===== src/pkg/codc_pkg.sv =====
// Purpose: Constants, types and carriers for the clock output driver control bank.
// Assumes: Plain register port with 9-bit byte address and 8-bit data.
// Notes: Six emitter-coupled outputs and four LVDS/CMOS switchable outputs.
package codc_pkg;

    // ------------------------------------------------------------
    // Sizes
    // ------------------------------------------------------------
    localparam int CODC_NUM_PECL = 6;
    localparam int CODC_NUM_SW = 4;
    localparam int CODC_NUM_REG = 10;
    localparam int CODC_ADDR_W = 9;
    localparam int CODC_DATA_W = 8;

    typedef logic [CODC_ADDR_W-1:0] codc_addr_t;
    typedef logic [CODC_DATA_W-1:0] codc_data_t;

    // ------------------------------------------------------------
    // Register offsets
    // ------------------------------------------------------------
    localparam codc_addr_t CODC_OFF_PECL_ZERO = 9'h0f0;
    localparam codc_addr_t CODC_OFF_PECL_ONE = 9'h0f1;
    localparam codc_addr_t CODC_OFF_PECL_TWO = 9'h0f2;
    localparam codc_addr_t CODC_OFF_PECL_THREE = 9'h0f3;
    localparam codc_addr_t CODC_OFF_PECL_FOUR = 9'h0f4;
    localparam codc_addr_t CODC_OFF_PECL_FIVE = 9'h0f5;
    localparam codc_addr_t CODC_OFF_SW_SIX = 9'h140;
    localparam codc_addr_t CODC_OFF_SW_SEVEN = 9'h141;
    localparam codc_addr_t CODC_OFF_SW_EIGHT = 9'h142;
    localparam codc_addr_t CODC_OFF_SW_NINE = 9'h143;

    localparam codc_addr_t CODC_REG_OFF [CODC_NUM_REG] = '{
        CODC_OFF_PECL_ZERO, CODC_OFF_PECL_ONE, CODC_OFF_PECL_TWO,
        CODC_OFF_PECL_THREE, CODC_OFF_PECL_FOUR, CODC_OFF_PECL_FIVE,
        CODC_OFF_SW_SIX, CODC_OFF_SW_SEVEN, CODC_OFF_SW_EIGHT, CODC_OFF_SW_NINE
    };

    // ------------------------------------------------------------
    // Reset values and write masks
    // ------------------------------------------------------------
    // Swing 780 mV, drive on
    localparam codc_data_t CODC_RST_PECL_ON = 8'h08;
    // Swing 780 mV, power-down mode 10
    localparam codc_data_t CODC_RST_PECL_OFF = 8'h0a;
    // Polarity 010, LVDS, 3.5 mA, powered down
    localparam codc_data_t CODC_RST_SW = 8'h43;
    localparam codc_data_t CODC_RD_ZERO = 8'h00;

    localparam codc_data_t CODC_RST_VAL [CODC_NUM_REG] = '{
        CODC_RST_PECL_ON, CODC_RST_PECL_OFF, CODC_RST_PECL_ON,
        CODC_RST_PECL_OFF, CODC_RST_PECL_ON, CODC_RST_PECL_OFF,
        CODC_RST_SW, CODC_RST_SW, CODC_RST_SW, CODC_RST_SW
    };

    localparam codc_data_t CODC_MASK_PECL = 8'h1f;
    localparam codc_data_t CODC_MASK_SW = 8'hff;

    localparam codc_data_t CODC_WR_MASK [CODC_NUM_REG] = '{
        CODC_MASK_PECL, CODC_MASK_PECL, CODC_MASK_PECL,
        CODC_MASK_PECL, CODC_MASK_PECL, CODC_MASK_PECL,
        CODC_MASK_SW, CODC_MASK_SW, CODC_MASK_SW, CODC_MASK_SW
    };

    // ------------------------------------------------------------
    // Field positions
    // ------------------------------------------------------------
    localparam int CODC_PECL_INV_BIT = 4;
    localparam int CODC_PECL_SWING_LSB = 2;
    localparam int CODC_PECL_MODE_LSB = 0;
    localparam int CODC_SW_POL_LSB = 5;
    localparam int CODC_SW_COMP_EN_BIT = 4;
    localparam int CODC_SW_LEVEL_BIT = 3;
    localparam int CODC_SW_CUR_LSB = 1;
    localparam int CODC_SW_PD_BIT = 0;

    // ------------------------------------------------------------
    // Codes
    // ------------------------------------------------------------
    typedef enum logic [1:0] {
        CODC_SWING_400MV,
        CODC_SWING_600MV,
        CODC_SWING_780MV,
        CODC_SWING_960MV
    } codc_swing_e;

    typedef enum logic [1:0] {
        CODC_PMODE_ON,
        CODC_PMODE_PARTIAL_PD,
        CODC_PMODE_PD_A,
        CODC_PMODE_PD_B
    } codc_pmode_e;

    typedef enum logic [1:0] {
        CODC_CUR_1P75MA,
        CODC_CUR_3P5MA,
        CODC_CUR_5P25MA,
        CODC_CUR_7P0MA
    } codc_cur_e;

    // CMOS polarity per 3-bit code, bit index is the code
    localparam logic [7:0] CODC_TRUE_INV_LUT = 8'h5a;
    localparam logic [7:0] CODC_COMP_INV_LUT = 8'h99;

    // ------------------------------------------------------------
    // Carriers to the output stages
    // ------------------------------------------------------------
    typedef struct packed {
        logic invert;
        codc_swing_e swing;
        logic drive_on;
        logic partial_pd;
        logic pins_hiz;
    } codc_pecl_s;

    typedef struct packed {
        logic cmos_mode;
        logic true_inv;
        logic comp_inv;
        logic comp_on;
        codc_cur_e lvds_cur;
        logic term_fifty;
        logic drive_on;
        logic lvds_hiz;
        logic cmos_low;
    } codc_sw_s;

endpackage : codc_pkg


===== src/rtl/codc_sw_decode.sv =====
// Purpose: Decode one switchable output control byte into stage controls.
// Assumes: Control byte comes straight from the register bank.
// Notes: Outputs are registered, one clock behind the control byte.
`timescale 1ns/100ps
module codc_sw_decode (
    input wire logic core_clk_i,
    input wire logic rst_b_i,
    input wire codc_pkg::codc_data_t ctrl_i,
    output codc_pkg::codc_sw_s stage_o
);
    import codc_pkg::*;

    // ------------------------------------------------------------
    // Field split
    // ------------------------------------------------------------
    wire logic [2:0] pol_code;
    wire logic is_cmos;
    wire logic pwr_down;
    wire logic comp_req;
    wire codc_cur_e cur_code;
    codc_sw_s stage_nxt;
    codc_sw_s stage_r;

    assign pol_code = ctrl_i[CODC_SW_POL_LSB +: 3];
    assign is_cmos = ctrl_i[CODC_SW_LEVEL_BIT];
    assign pwr_down = ctrl_i[CODC_SW_PD_BIT];
    assign comp_req = ctrl_i[CODC_SW_COMP_EN_BIT];
    assign cur_code = codc_cur_e'(ctrl_i[CODC_SW_CUR_LSB +: 2]);

    // ------------------------------------------------------------
    // Stage controls
    // ------------------------------------------------------------
    // LVDS reads only the low polarity bit
    assign stage_nxt.cmos_mode = is_cmos;
    assign stage_nxt.true_inv = is_cmos ? CODC_TRUE_INV_LUT[pol_code]
                                        : pol_code[0];
    assign stage_nxt.comp_inv = is_cmos & CODC_COMP_INV_LUT[pol_code];
    // Complementary pin exists only in CMOS and only when powered
    assign stage_nxt.comp_on = is_cmos & comp_req & ~pwr_down;
    // Current is meaningless in CMOS, so it is forced to the lowest code
    assign stage_nxt.lvds_cur = is_cmos ? CODC_CUR_1P75MA : cur_code;
    assign stage_nxt.term_fifty = ~is_cmos & cur_code[1];
    assign stage_nxt.drive_on = ~pwr_down;
    assign stage_nxt.lvds_hiz = pwr_down & ~is_cmos;
    assign stage_nxt.cmos_low = pwr_down & is_cmos;

    always_ff @(posedge core_clk_i or negedge rst_b_i) begin
        if (!rst_b_i) begin
            stage_r <= '0;
        end else begin
            stage_r <= stage_nxt;
        end
    end

    assign stage_o = stage_r;

endmodule : codc_sw_decode


===== src/rtl/codc_bank.sv =====
// Purpose: Register bank steering the ten clock output drivers.
// Assumes: Plain register port, strobes one cycle, never both at once.
// Notes: Stage controls follow a write by two clocks; read data one clock after.
`timescale 1ns/100ps

// Notes on behaviour
// - Bit 4 of an emitter-coupled output register inverts that output when set.
// - Bits 3:2 of an emitter-coupled register pick 400, 600, 780 or 960 mV swing.
// - Bits 1:0 of an emitter-coupled register: 00 runs, any other code turns pins high-Z.
// - Emitter-coupled outputs one, three and five reset with mode 10, the others with 00.
// - Switchable bits 7:5 set polarity, and LVDS looks only at bit 5.
// - In CMOS mode the 3-bit polarity code decodes per table into true and comp pin inversion.
// - Switchable bit 4 turns on the complementary CMOS pin, and does nothing in LVDS.
// - Switchable bit 3 picks LVDS at 0 and CMOS at 1.
// - Switchable bits 2:1 set LVDS current 1.75 to 7.0 mA, ignored in CMOS.
// - Switchable bit 0 powers down: LVDS goes high-Z and CMOS drives low.
module codc_bank (
    input wire logic core_clk_i,
    input wire logic rst_b_i,
    input wire codc_pkg::codc_addr_t reg_addr_i,
    input wire codc_pkg::codc_data_t reg_wdata_i,
    input wire logic reg_wr_i,
    input wire logic reg_rd_i,
    output codc_pkg::codc_data_t reg_rdata_o,
    output codc_pkg::codc_pecl_s [codc_pkg::CODC_NUM_PECL-1:0] pecl_ctrl_o,
    output codc_pkg::codc_sw_s [codc_pkg::CODC_NUM_SW-1:0] sw_ctrl_o
);
    import codc_pkg::*;

    // ------------------------------------------------------------
    // Storage and decode
    // ------------------------------------------------------------
    codc_data_t reg_mem_r [CODC_NUM_REG];
    codc_data_t reg_mem_nxt [CODC_NUM_REG];
    wire logic [CODC_NUM_REG-1:0] addr_hit;
    wire codc_data_t rd_chain [CODC_NUM_REG+1];
    wire codc_data_t rd_sel;
    codc_data_t rdata_r;
    codc_data_t rdata_nxt;

    assign rd_chain[0] = CODC_RD_ZERO;

    genvar gi;
    generate
        for (gi = 0; gi < CODC_NUM_REG; gi++) begin : g_reg
            assign addr_hit[gi] = (reg_addr_i == CODC_REG_OFF[gi]);
            // Masked bits never store, so they read back zero
            assign reg_mem_nxt[gi] = (reg_wr_i && addr_hit[gi])
                                     ? (reg_wdata_i & CODC_WR_MASK[gi])
                                     : reg_mem_r[gi];
            always_ff @(posedge core_clk_i or negedge rst_b_i) begin
                if (!rst_b_i) begin
                    reg_mem_r[gi] <= CODC_RST_VAL[gi];
                end else begin
                    reg_mem_r[gi] <= reg_mem_nxt[gi];
                end
            end
            assign rd_chain[gi+1] = rd_chain[gi] | (addr_hit[gi] ? reg_mem_r[gi]
                                                                  : CODC_RD_ZERO);
        end
    endgenerate

    // ------------------------------------------------------------
    // Read port
    // ------------------------------------------------------------
    // Unmapped addresses fall through the chain as zero
    assign rd_sel = rd_chain[CODC_NUM_REG];
    assign rdata_nxt = reg_rd_i ? rd_sel : CODC_RD_ZERO;

    always_ff @(posedge core_clk_i or negedge rst_b_i) begin
        if (!rst_b_i) begin
            rdata_r <= CODC_RD_ZERO;
        end else begin
            rdata_r <= rdata_nxt;
        end
    end

    assign reg_rdata_o = rdata_r;

    // ------------------------------------------------------------
    // Emitter-coupled stages
    // ------------------------------------------------------------
    codc_pecl_s [CODC_NUM_PECL-1:0] pecl_nxt;
    codc_pecl_s [CODC_NUM_PECL-1:0] pecl_r;

    generate
        for (gi = 0; gi < CODC_NUM_PECL; gi++) begin : g_pecl
            wire codc_pmode_e pmode;
            assign pmode = codc_pmode_e'(reg_mem_r[gi][CODC_PECL_MODE_LSB +: 2]);
            assign pecl_nxt[gi].invert = reg_mem_r[gi][CODC_PECL_INV_BIT];
            assign pecl_nxt[gi].swing =
                codc_swing_e'(reg_mem_r[gi][CODC_PECL_SWING_LSB +: 2]);
            assign pecl_nxt[gi].drive_on = (pmode == CODC_PMODE_ON);
            assign pecl_nxt[gi].partial_pd = (pmode == CODC_PMODE_PARTIAL_PD);
            // Every off code floats the pins, partial or full
            assign pecl_nxt[gi].pins_hiz = (pmode != CODC_PMODE_ON);
        end
    endgenerate

    always_ff @(posedge core_clk_i or negedge rst_b_i) begin
        if (!rst_b_i) begin
            pecl_r <= '0;
        end else begin
            pecl_r <= pecl_nxt;
        end
    end

    assign pecl_ctrl_o = pecl_r;

    // ------------------------------------------------------------
    // Switchable stages
    // ------------------------------------------------------------
    generate
        for (gi = 0; gi < CODC_NUM_SW; gi++) begin : g_sw
            codc_sw_decode u_dec (
                .core_clk_i(core_clk_i),
                .rst_b_i(rst_b_i),
                .ctrl_i(reg_mem_r[CODC_NUM_PECL + gi]),
                .stage_o(sw_ctrl_o[gi])
            );
        end
    endgenerate

endmodule : codc_bank


===== config.mk =====
export PLATFORM = sky130hd
export DESIGN_NAME = codc_bank
export DESIGN_NICKNAME = d
export VERILOG_FILES = /design/src/pkg/codc_pkg.sv /design/src/rtl/codc_sw_decode.sv /design/src/rtl/codc_bank.sv
export SDC_FILE = /design/constraint.sdc
export NUM_CORES = 1
export LEC_CHECK = 0
export BUFFER_PORTS_ARGS = -buffer_cell sky130_fd_sc_hd__buf_2
export CORE_MARGIN = 2
export CORE_UTILIZATION = 49
export CTS_CLUSTER_DIAMETER = 150
export DETAILED_ROUTE_END_ITERATION = 7
export PLACE_DENSITY = 0.84
export SLEW_MARGIN = 20
export SYNTH_ARGS = -nofsm -noshare
export SYNTH_HDL_FRONTEND = slang
export SYNTH_SLANG_ARGS = --single-unit

===== constraint.sdc =====
create_clock -name core_clk_i -period 1.18 [get_ports core_clk_i]
set_clock_uncertainty 0.1 [all_clocks]
set_input_delay 0.059 -clock core_clk_i [delete_from_list [all_inputs] [get_ports core_clk_i]]
set_output_delay 0.059 -clock core_clk_i [all_outputs]
set_load 0.01 [all_outputs]

==> impl_metrics.ini, run 1 <==
[cells_and_area]
fin_cells = 707
seqCellArea_um2 = 3580
n_antenna_cell = 0
syn2layout_area_growth_pct = 41.6
layout.nets = 575
utilization_pct = 70.7
final_layout_size_suffix_gt1_share_pct = 59.1
multiInputGateArea_um2 = 1820
filler_cell_count = 694

[power]
vdd_drop_max_mv = 0.904
internal_power_w = 0.00891
switching_share_pct = 21.3
p_clk_share_pct = 48.5
power_switching_w = 0.00241
pwr-share-comb_pct = 6.7
power.density_nw_per_um2 = 1490
power_w = 0.0113
seqPwrFrac_pct = 44.8
p_leak_nw = 3.94

[yosys]
netlist_area_um2 = 5370
yosys.area_share.simple_pct = 7.92
synth_cell_types = 34
synth-xor-area-share_pct = 1.31
synth-seq-cells = 142
synth_top_family_by_area = multiplexers
ys_seq_area_share_pct = 66.7
syn-num-nets = 378
synth-adder-area-share_pct = 0
synth_compound_area_share_pct = 1.68
ys.warnings.count = 0
synth_cells = 357
syn_avg_cell_area_um2 = 15.0
synthMuxAreaShare_pct = 19.6

[floorplanning]
die_x_um = 109
row_count = 38
die_h_um = 109
core_um2 = 10700
ios = 105
die-area_um2 = 11800
start_util_pct = 50.0

[route]
ant_nets = 0
vias_per_cell = 5.10
avgRoutedWirePerCell_um = 18.7
drt_first_iter_violations = 255
via_count = 3606
drcViolationCount = 0
wirelength_um = 13200
first_pass_iters = 4

[worst_setup_path]
r2r_start = g_pecl[1].pmode[1]
cp.required_ns = 1.50
critPathMaxFanout = 2
worst-r2r-setup-slack_ns = -0.21
startpoint_type = register
critical_path.startpoint = g_pecl[1].pmode[1]
worst_r2r_endpoint = reg_rdata_o[1]
end_kind = register
worstPathArrival_ns = 1.71
reg2reg_depth = 4
crit_type = register to register

[sta]
hold_violations = 29
rsz0062_at_grt = true
period_minus_slack_ns = 1.39
fin_tns_setup_ns = -0.808
max_slew_margin_pct = 74.9
hold_ws_ns = -0.0901
setup_slack_ns = -0.213
final_max_slew_viol_count = 0
fmax_mhz = 718
worst_slew_pin_slew_ns = 0.377
fin_crit_sh_pct = 118
setup-violations-final = 26

[placed_design]
finalWeightedCongestion = 0.875
placed_cells = 661
place_hpwl_um = 8710
io_buffers = 104
pre_cts_ws_ns = -0.557

[global_routing]
grt_pass1_vias = 3807
grt_pass1_wl_um = 20800
grt_max_degree = 37
antenna_found_initial = 0
grt_use_total_pct = 24.2
grt_overflow = 0

[job]
drv_cap = 0

[cts]
cts_tree = yes
cts-root-buf = clkbuf_8
clock_latency_ns = 0.52
cts.sink_count = 142
cts-hold-fix-buffers = 10
clk_pin_slew_ns = 0.06
cts_buffers = 17
clockBufferDepth = 2
htree_num_levels = 4

[status]
status = finished, violations left
violations = negative hold slack, negative setup slack

[worst_hold_path]
hp-class = primary input to asynchronous set/reset pin
kinds of logic after synthesis:
| kind of cell | after synthesis |
|---|---|
| AND/OR/NAND/NOR | 75 |
| flip-flops | 142 |
| AO/OA/AOI/OAI | 14 |
| buffers and inverters | 34 |
| XOR/XNOR | 8 |
| multiplexers | 84 |
cells in the final DEF, fill, tap and decap left out, types with 4 or more instances in the layout:
cell	instances
dlygate4sd3_1	10
mux4_2	8
inv_1	14
buf_12	5
or2_2	6
mux2i_1	12
dfstp_2	21
mux2_2	36
and2_1	8
and3_1	4
clkbuf_16	16
xnor2_1	8
dfrtp_1	121
o22ai_1	8
nor2b_1	15
bufinv_16	4
mux2_4	27
nor2_1	13
buf_2	96
buf_4	74
buf_6	10
nand2_1	7
metal layers:
| layer | routed length, um | part of all wire (%) | track usage (%) |
|---|---|---|---|
| met1 | 5570 | 42 | 32.0 |
| met2 | 6760 | 51 | 38.7 |
| met3 | 639 | 4.8 | 5.56 |
| met4 | 234 | 1.8 | 10.6 |
| met5 | 0 | 0 | 0 |
synth_stat cells, drive strengths merged:
master / count / area share [%]
a21oi: 1 / 0.093
nand4: 1 / 0.12
nand2: 7 / 0.49
xnor2: 8 / 1.3
and3: 4 / 0.47
nor2: 15 / 1.0
a31oi: 2 / 0.23
o22ai: 9 / 1.0
nand2b: 1 / 0.12
nand3: 4 / 0.37
dfstp: 21 / 10
and2: 8 / 0.93
mux4: 8 / 3.4
or3: 5 / 0.58
mux2i: 13 / 2.4
or3b: 2 / 0.33
clkbuf: 2 / 0.14
nor2b: 17 / 2.0
a21o: 1 / 0.14
or2: 6 / 0.70
nor3: 3 / 0.47
a2111oi: 1 / 0.16
mux2: 63 / 14
nor4b: 1 / 0.16
inv: 17 / 1.2
buf: 15 / 1.5
dfrtp: 121 / 56
nand4b: 1 / 0.16
area by class of cell:
type,count,share of cell area (%)
clock buffer,21,5.91
clock inverter,11,2.19
inverter,17,0.840
multi-input combinational,181,23.9
sequential,142,47.1
tap,140,2.30
timing repair buffer,195,17.7
metrics by stage:
stage	hold slack [ns]	cell area, um^2
after floorplan	-0.337	5510
after detailed placement	-0.105	6750
after global placement	-0.119	6750
final	-0.0901	7600
after CTS	-0.112	7530
after global routing	-0.0606	7600
critical path, cell delays in order (launching register included):
cell,delay (ns)
dfstp_2,0.56
mux2i_2,0.08
a2111oi_2,0.31
a31oi_1,0.09
o22ai_1,0.16
power groups by stage:
stage	sequential (W)	clock [W]	combinational (W)
floorplan	0.00519	0	0.000236
global placement	0.00515	0	0.000682
detailed placement	0.00515	0	0.000704
CTS	0.00507	0.00556	0.000748
global route	0.00508	0.00584	0.000821
finish	0.00508	0.00549	0.000760
worst max path at each step:
stage	slack (ns)	endpoint	cells past startpoint
after floorplan	-0.40	reg_mem_r[2]	5
after global placement	-0.53	reg_mem_r[7]	6
after detailed placement	-0.56	reg_mem_r[23]	5
after CTS	-0.26	reg_rdata_o[1]	4
after global routing	-0.26	reg_rdata_o[1]	4
final	-0.21	reg_rdata_o[1]	4
timing repair:
item | CTS | global route
gates resized for setup | 8 | 18
pin swaps | 5 | 3
hold endpoints to repair | 212 | 29
setup buffers | 3 | 2
setup endpoints to repair | 84 | 114
cloned | 0 | 0
state kept, by name, indices dropped and copies added, names as in the netlist:
| name | count |
|---|---|
| pecl_nxt | 18 |
| reg_mem_r | 32 |
| pecl_ctrl_o | 36 |
| g_pecl.pmode | 12 |
| reg_rdata_o | 8 |
| g_sw.u_dec.stage_o | 36 |
(Power assumes the default switching activity.)
==> run 2: changes to the inputs <==
--- a/config.mk
+++ b/config.mk
@@ -7,10 +7,11 @@
 export LEC_CHECK = 0
 export BUFFER_PORTS_ARGS = -buffer_cell sky130_fd_sc_hd__buf_2
 export CORE_MARGIN = 2
-export CORE_UTILIZATION = 49
+export CORE_UTILIZATION = 51
+export CTS_BUF_LIST = sky130_fd_sc_hd__clkbuf_8
 export CTS_CLUSTER_DIAMETER = 150
 export DETAILED_ROUTE_END_ITERATION = 7
-export PLACE_DENSITY = 0.84
+export PLACE_DENSITY = 0.87
 export SLEW_MARGIN = 20
 export SYNTH_ARGS = -nofsm -noshare
 export SYNTH_HDL_FRONTEND = slang
==> run 2 against run 1 <==
Compared with the run above:
- the run still ends with negative hold slack, negative setup slack left
- flip-flop and latch count unchanged
- cell area shrank 0.95%
- register-to-register slack worse by 0.02 ns
- sequential power hardly changed
- clock power down 23%
- core utilization rose by 2.5 points
- critical path depth did not move
- die area down 3.8%
- first-iteration DRC count up 18%
- critical path type unchanged
- largest cell class unchanged
==> impl_metrics.ini, run 2 (synthesis results as in run 1) <==
[status]
status = finished, violations left
violations = negative hold slack, negative setup slack

[cells_and_area]
final_layout_size_suffix_gt1_share_pct = 60.2
mostFrequentLayoutCell = dfrtp_1
final_cell_mix = dfrtp_1 (121), buf_2 (97), buf_4 (71), mux2_4 (39), mux2_2 (24)
utilization_pct = 73.2
final_area_um2 = 7530
syn2layout_area_growth_pct = 40.2
layout.nets = 576
fin_cells = 705

[worst_setup_path]
cpPeakStageDelay_ns = 0.41
path_buf_inv = 0
end_kind = register
worstPathArrival_ns = 1.62
critPathMaxFanout = 2
cp.required_ns = 1.39
crit_type = register to register
path_delay_family = compound AO/OA/AOI/OAI gates
startpoint_type = register
crit_slowest_cell = dfrtp_1
crit_chain = mux2i_1 > o22ai_2 > a31oi_2 > o22ai_1

[global_routing]
grt_max_degree = 35
grt_pass1_vias = 4054
globalRouteMet3Util_pct = 7.42
grt_use_total_pct = 26.4
antenna_found_initial = 1
grt_overflow = 0
grt_util_met2_pct = 42.3
grt_busiest_layer = met2
grt_pass1_wl_um = 22100
gr-usage-met1_pct = 33.0

[route]
ant_nets = 0
first_pass_iters = 4
vias_per_cell = 5.36
drt_first_iter_violations = 301
avgRoutedWirePerCell_um = 20.5
wirelength_um = 14500
drcViolationCount = 0
via_count = 3776

[sta]
setup-violations-final = 39
worst_slew_pin_slew_ns = 0.366
hold_violations = 22
rsz0062_at_grt = true
fin_tns_setup_ns = -1.75
fin_crit_sh_pct = 119
hold_ws_ns = -0.0248
setup_slack_ns = -0.228
fmax_mhz = 710
period_minus_slack_ns = 1.41
final_max_slew_viol_count = 0
max_slew_margin_pct = 75.6

[placed_design]
placed_area_um2 = 6740
placed_cells = 656
io_buffers = 104
place_hpwl_um = 8860
finalWeightedCongestion = 0.912

[cts]
clock_latency_ns = 0.46
htree_num_levels = 4
clockBufferDepth = 2
cts.sink_count = 142
cts-root-buf = clkbuf_8
cts_buffers = 17
cts_tree = yes
clk_pin_slew_ns = 0.09

[floorplanning]
die_x_um = 107
die-area_um2 = 11400
ios = 105
start_util_pct = 52.2
core_um2 = 10300
die_h_um = 107
row_count = 37

[job]
drv_cap = 0

[power]
vdd_drop_max_mv = 0.866
p_leak_nw = 3.91
power.density_nw_per_um2 = 1340

[worst_hold_path]
hp-class = primary input to asynchronous set/reset pin
-- run 2: routing by layer --
metal | up-vias | part of all wire [%] | wire [um]
met3 | 46 | 6.4 | 921
met5 | - | 0 | 0
met2 | 179 | 50 | 7300
met1 | 1943 | 40 | 5760
met4 | 0 | 3.5 | 503
li1 | 1608 | - | -
-- run 2: through the flow --
stage	power, W	hold WS (ns)	setup WS (ns)
3_5_place_dp	0.00585	-0.121	-0.525
4_1_cts	0.0100	-0.0237	-0.319
3_3_place_gp	0.00582	-0.124	-0.511
5_1_grt	0.0105	-0.0110	-0.283
6_report	0.0101	-0.0248	-0.228
2_1_floorplan	0.00543	-0.337	-0.399
-- run 2: final cells by class --
class                           count  area, um^2
Sequential cell                   142        3580
Antenna cell                        1        2.50
Tap cell                          136         170
Multi-Input combinational cell    181        1910
Clock buffer                       19         262
Timing Repair Buffer              196        1370
Inverter                           17        63.8
Fill cell                         596        2750
Clock inverter                     13         171
-- run 2: final timing paths --
check                              start         endpoint  slack (ns)  depth (start not counted)
max                          pecl_nxt[3]   reg_rdata_o[2]       -0.23                          4
min reg2reg                 pecl_nxt[35]  pecl_ctrl_o[35]        0.31                          0
max reg2reg                  pecl_nxt[3]   reg_rdata_o[2]       -0.23                          4
min in group core_clk_i    reg_addr_i[1]   reg_rdata_o[1]        0.04                          4
min                              rst_b_i      pecl_nxt[3]       -0.02                          2
max in group asynchronous        rst_b_i     reg_mem_r[6]        0.44                          3
-- run 2: what timing repair did --
item,CTS,global route
resized for setup,22,30
hold endpoints to repair,209,14
endpoints found under the setup margin,40,65
pin swaps,4,7
hold buffers,10,1
buffers inserted,5,1
-- run 2: power breakdown --
group / switching (W) / internal [W]
Clock: 0.00183 / 0.00239
Combinational: 0.000430 / 0.000377
Sequential: 0.0000641 / 0.00501
Total: 0.00233 / 0.00777
-- run 2: worst reg2reg max path, delay by kind of cell, from the launching register on --
kind	cells	cell delay, ns
mux	1	0.27
compound gates	3	0.48
flops	1	0.41
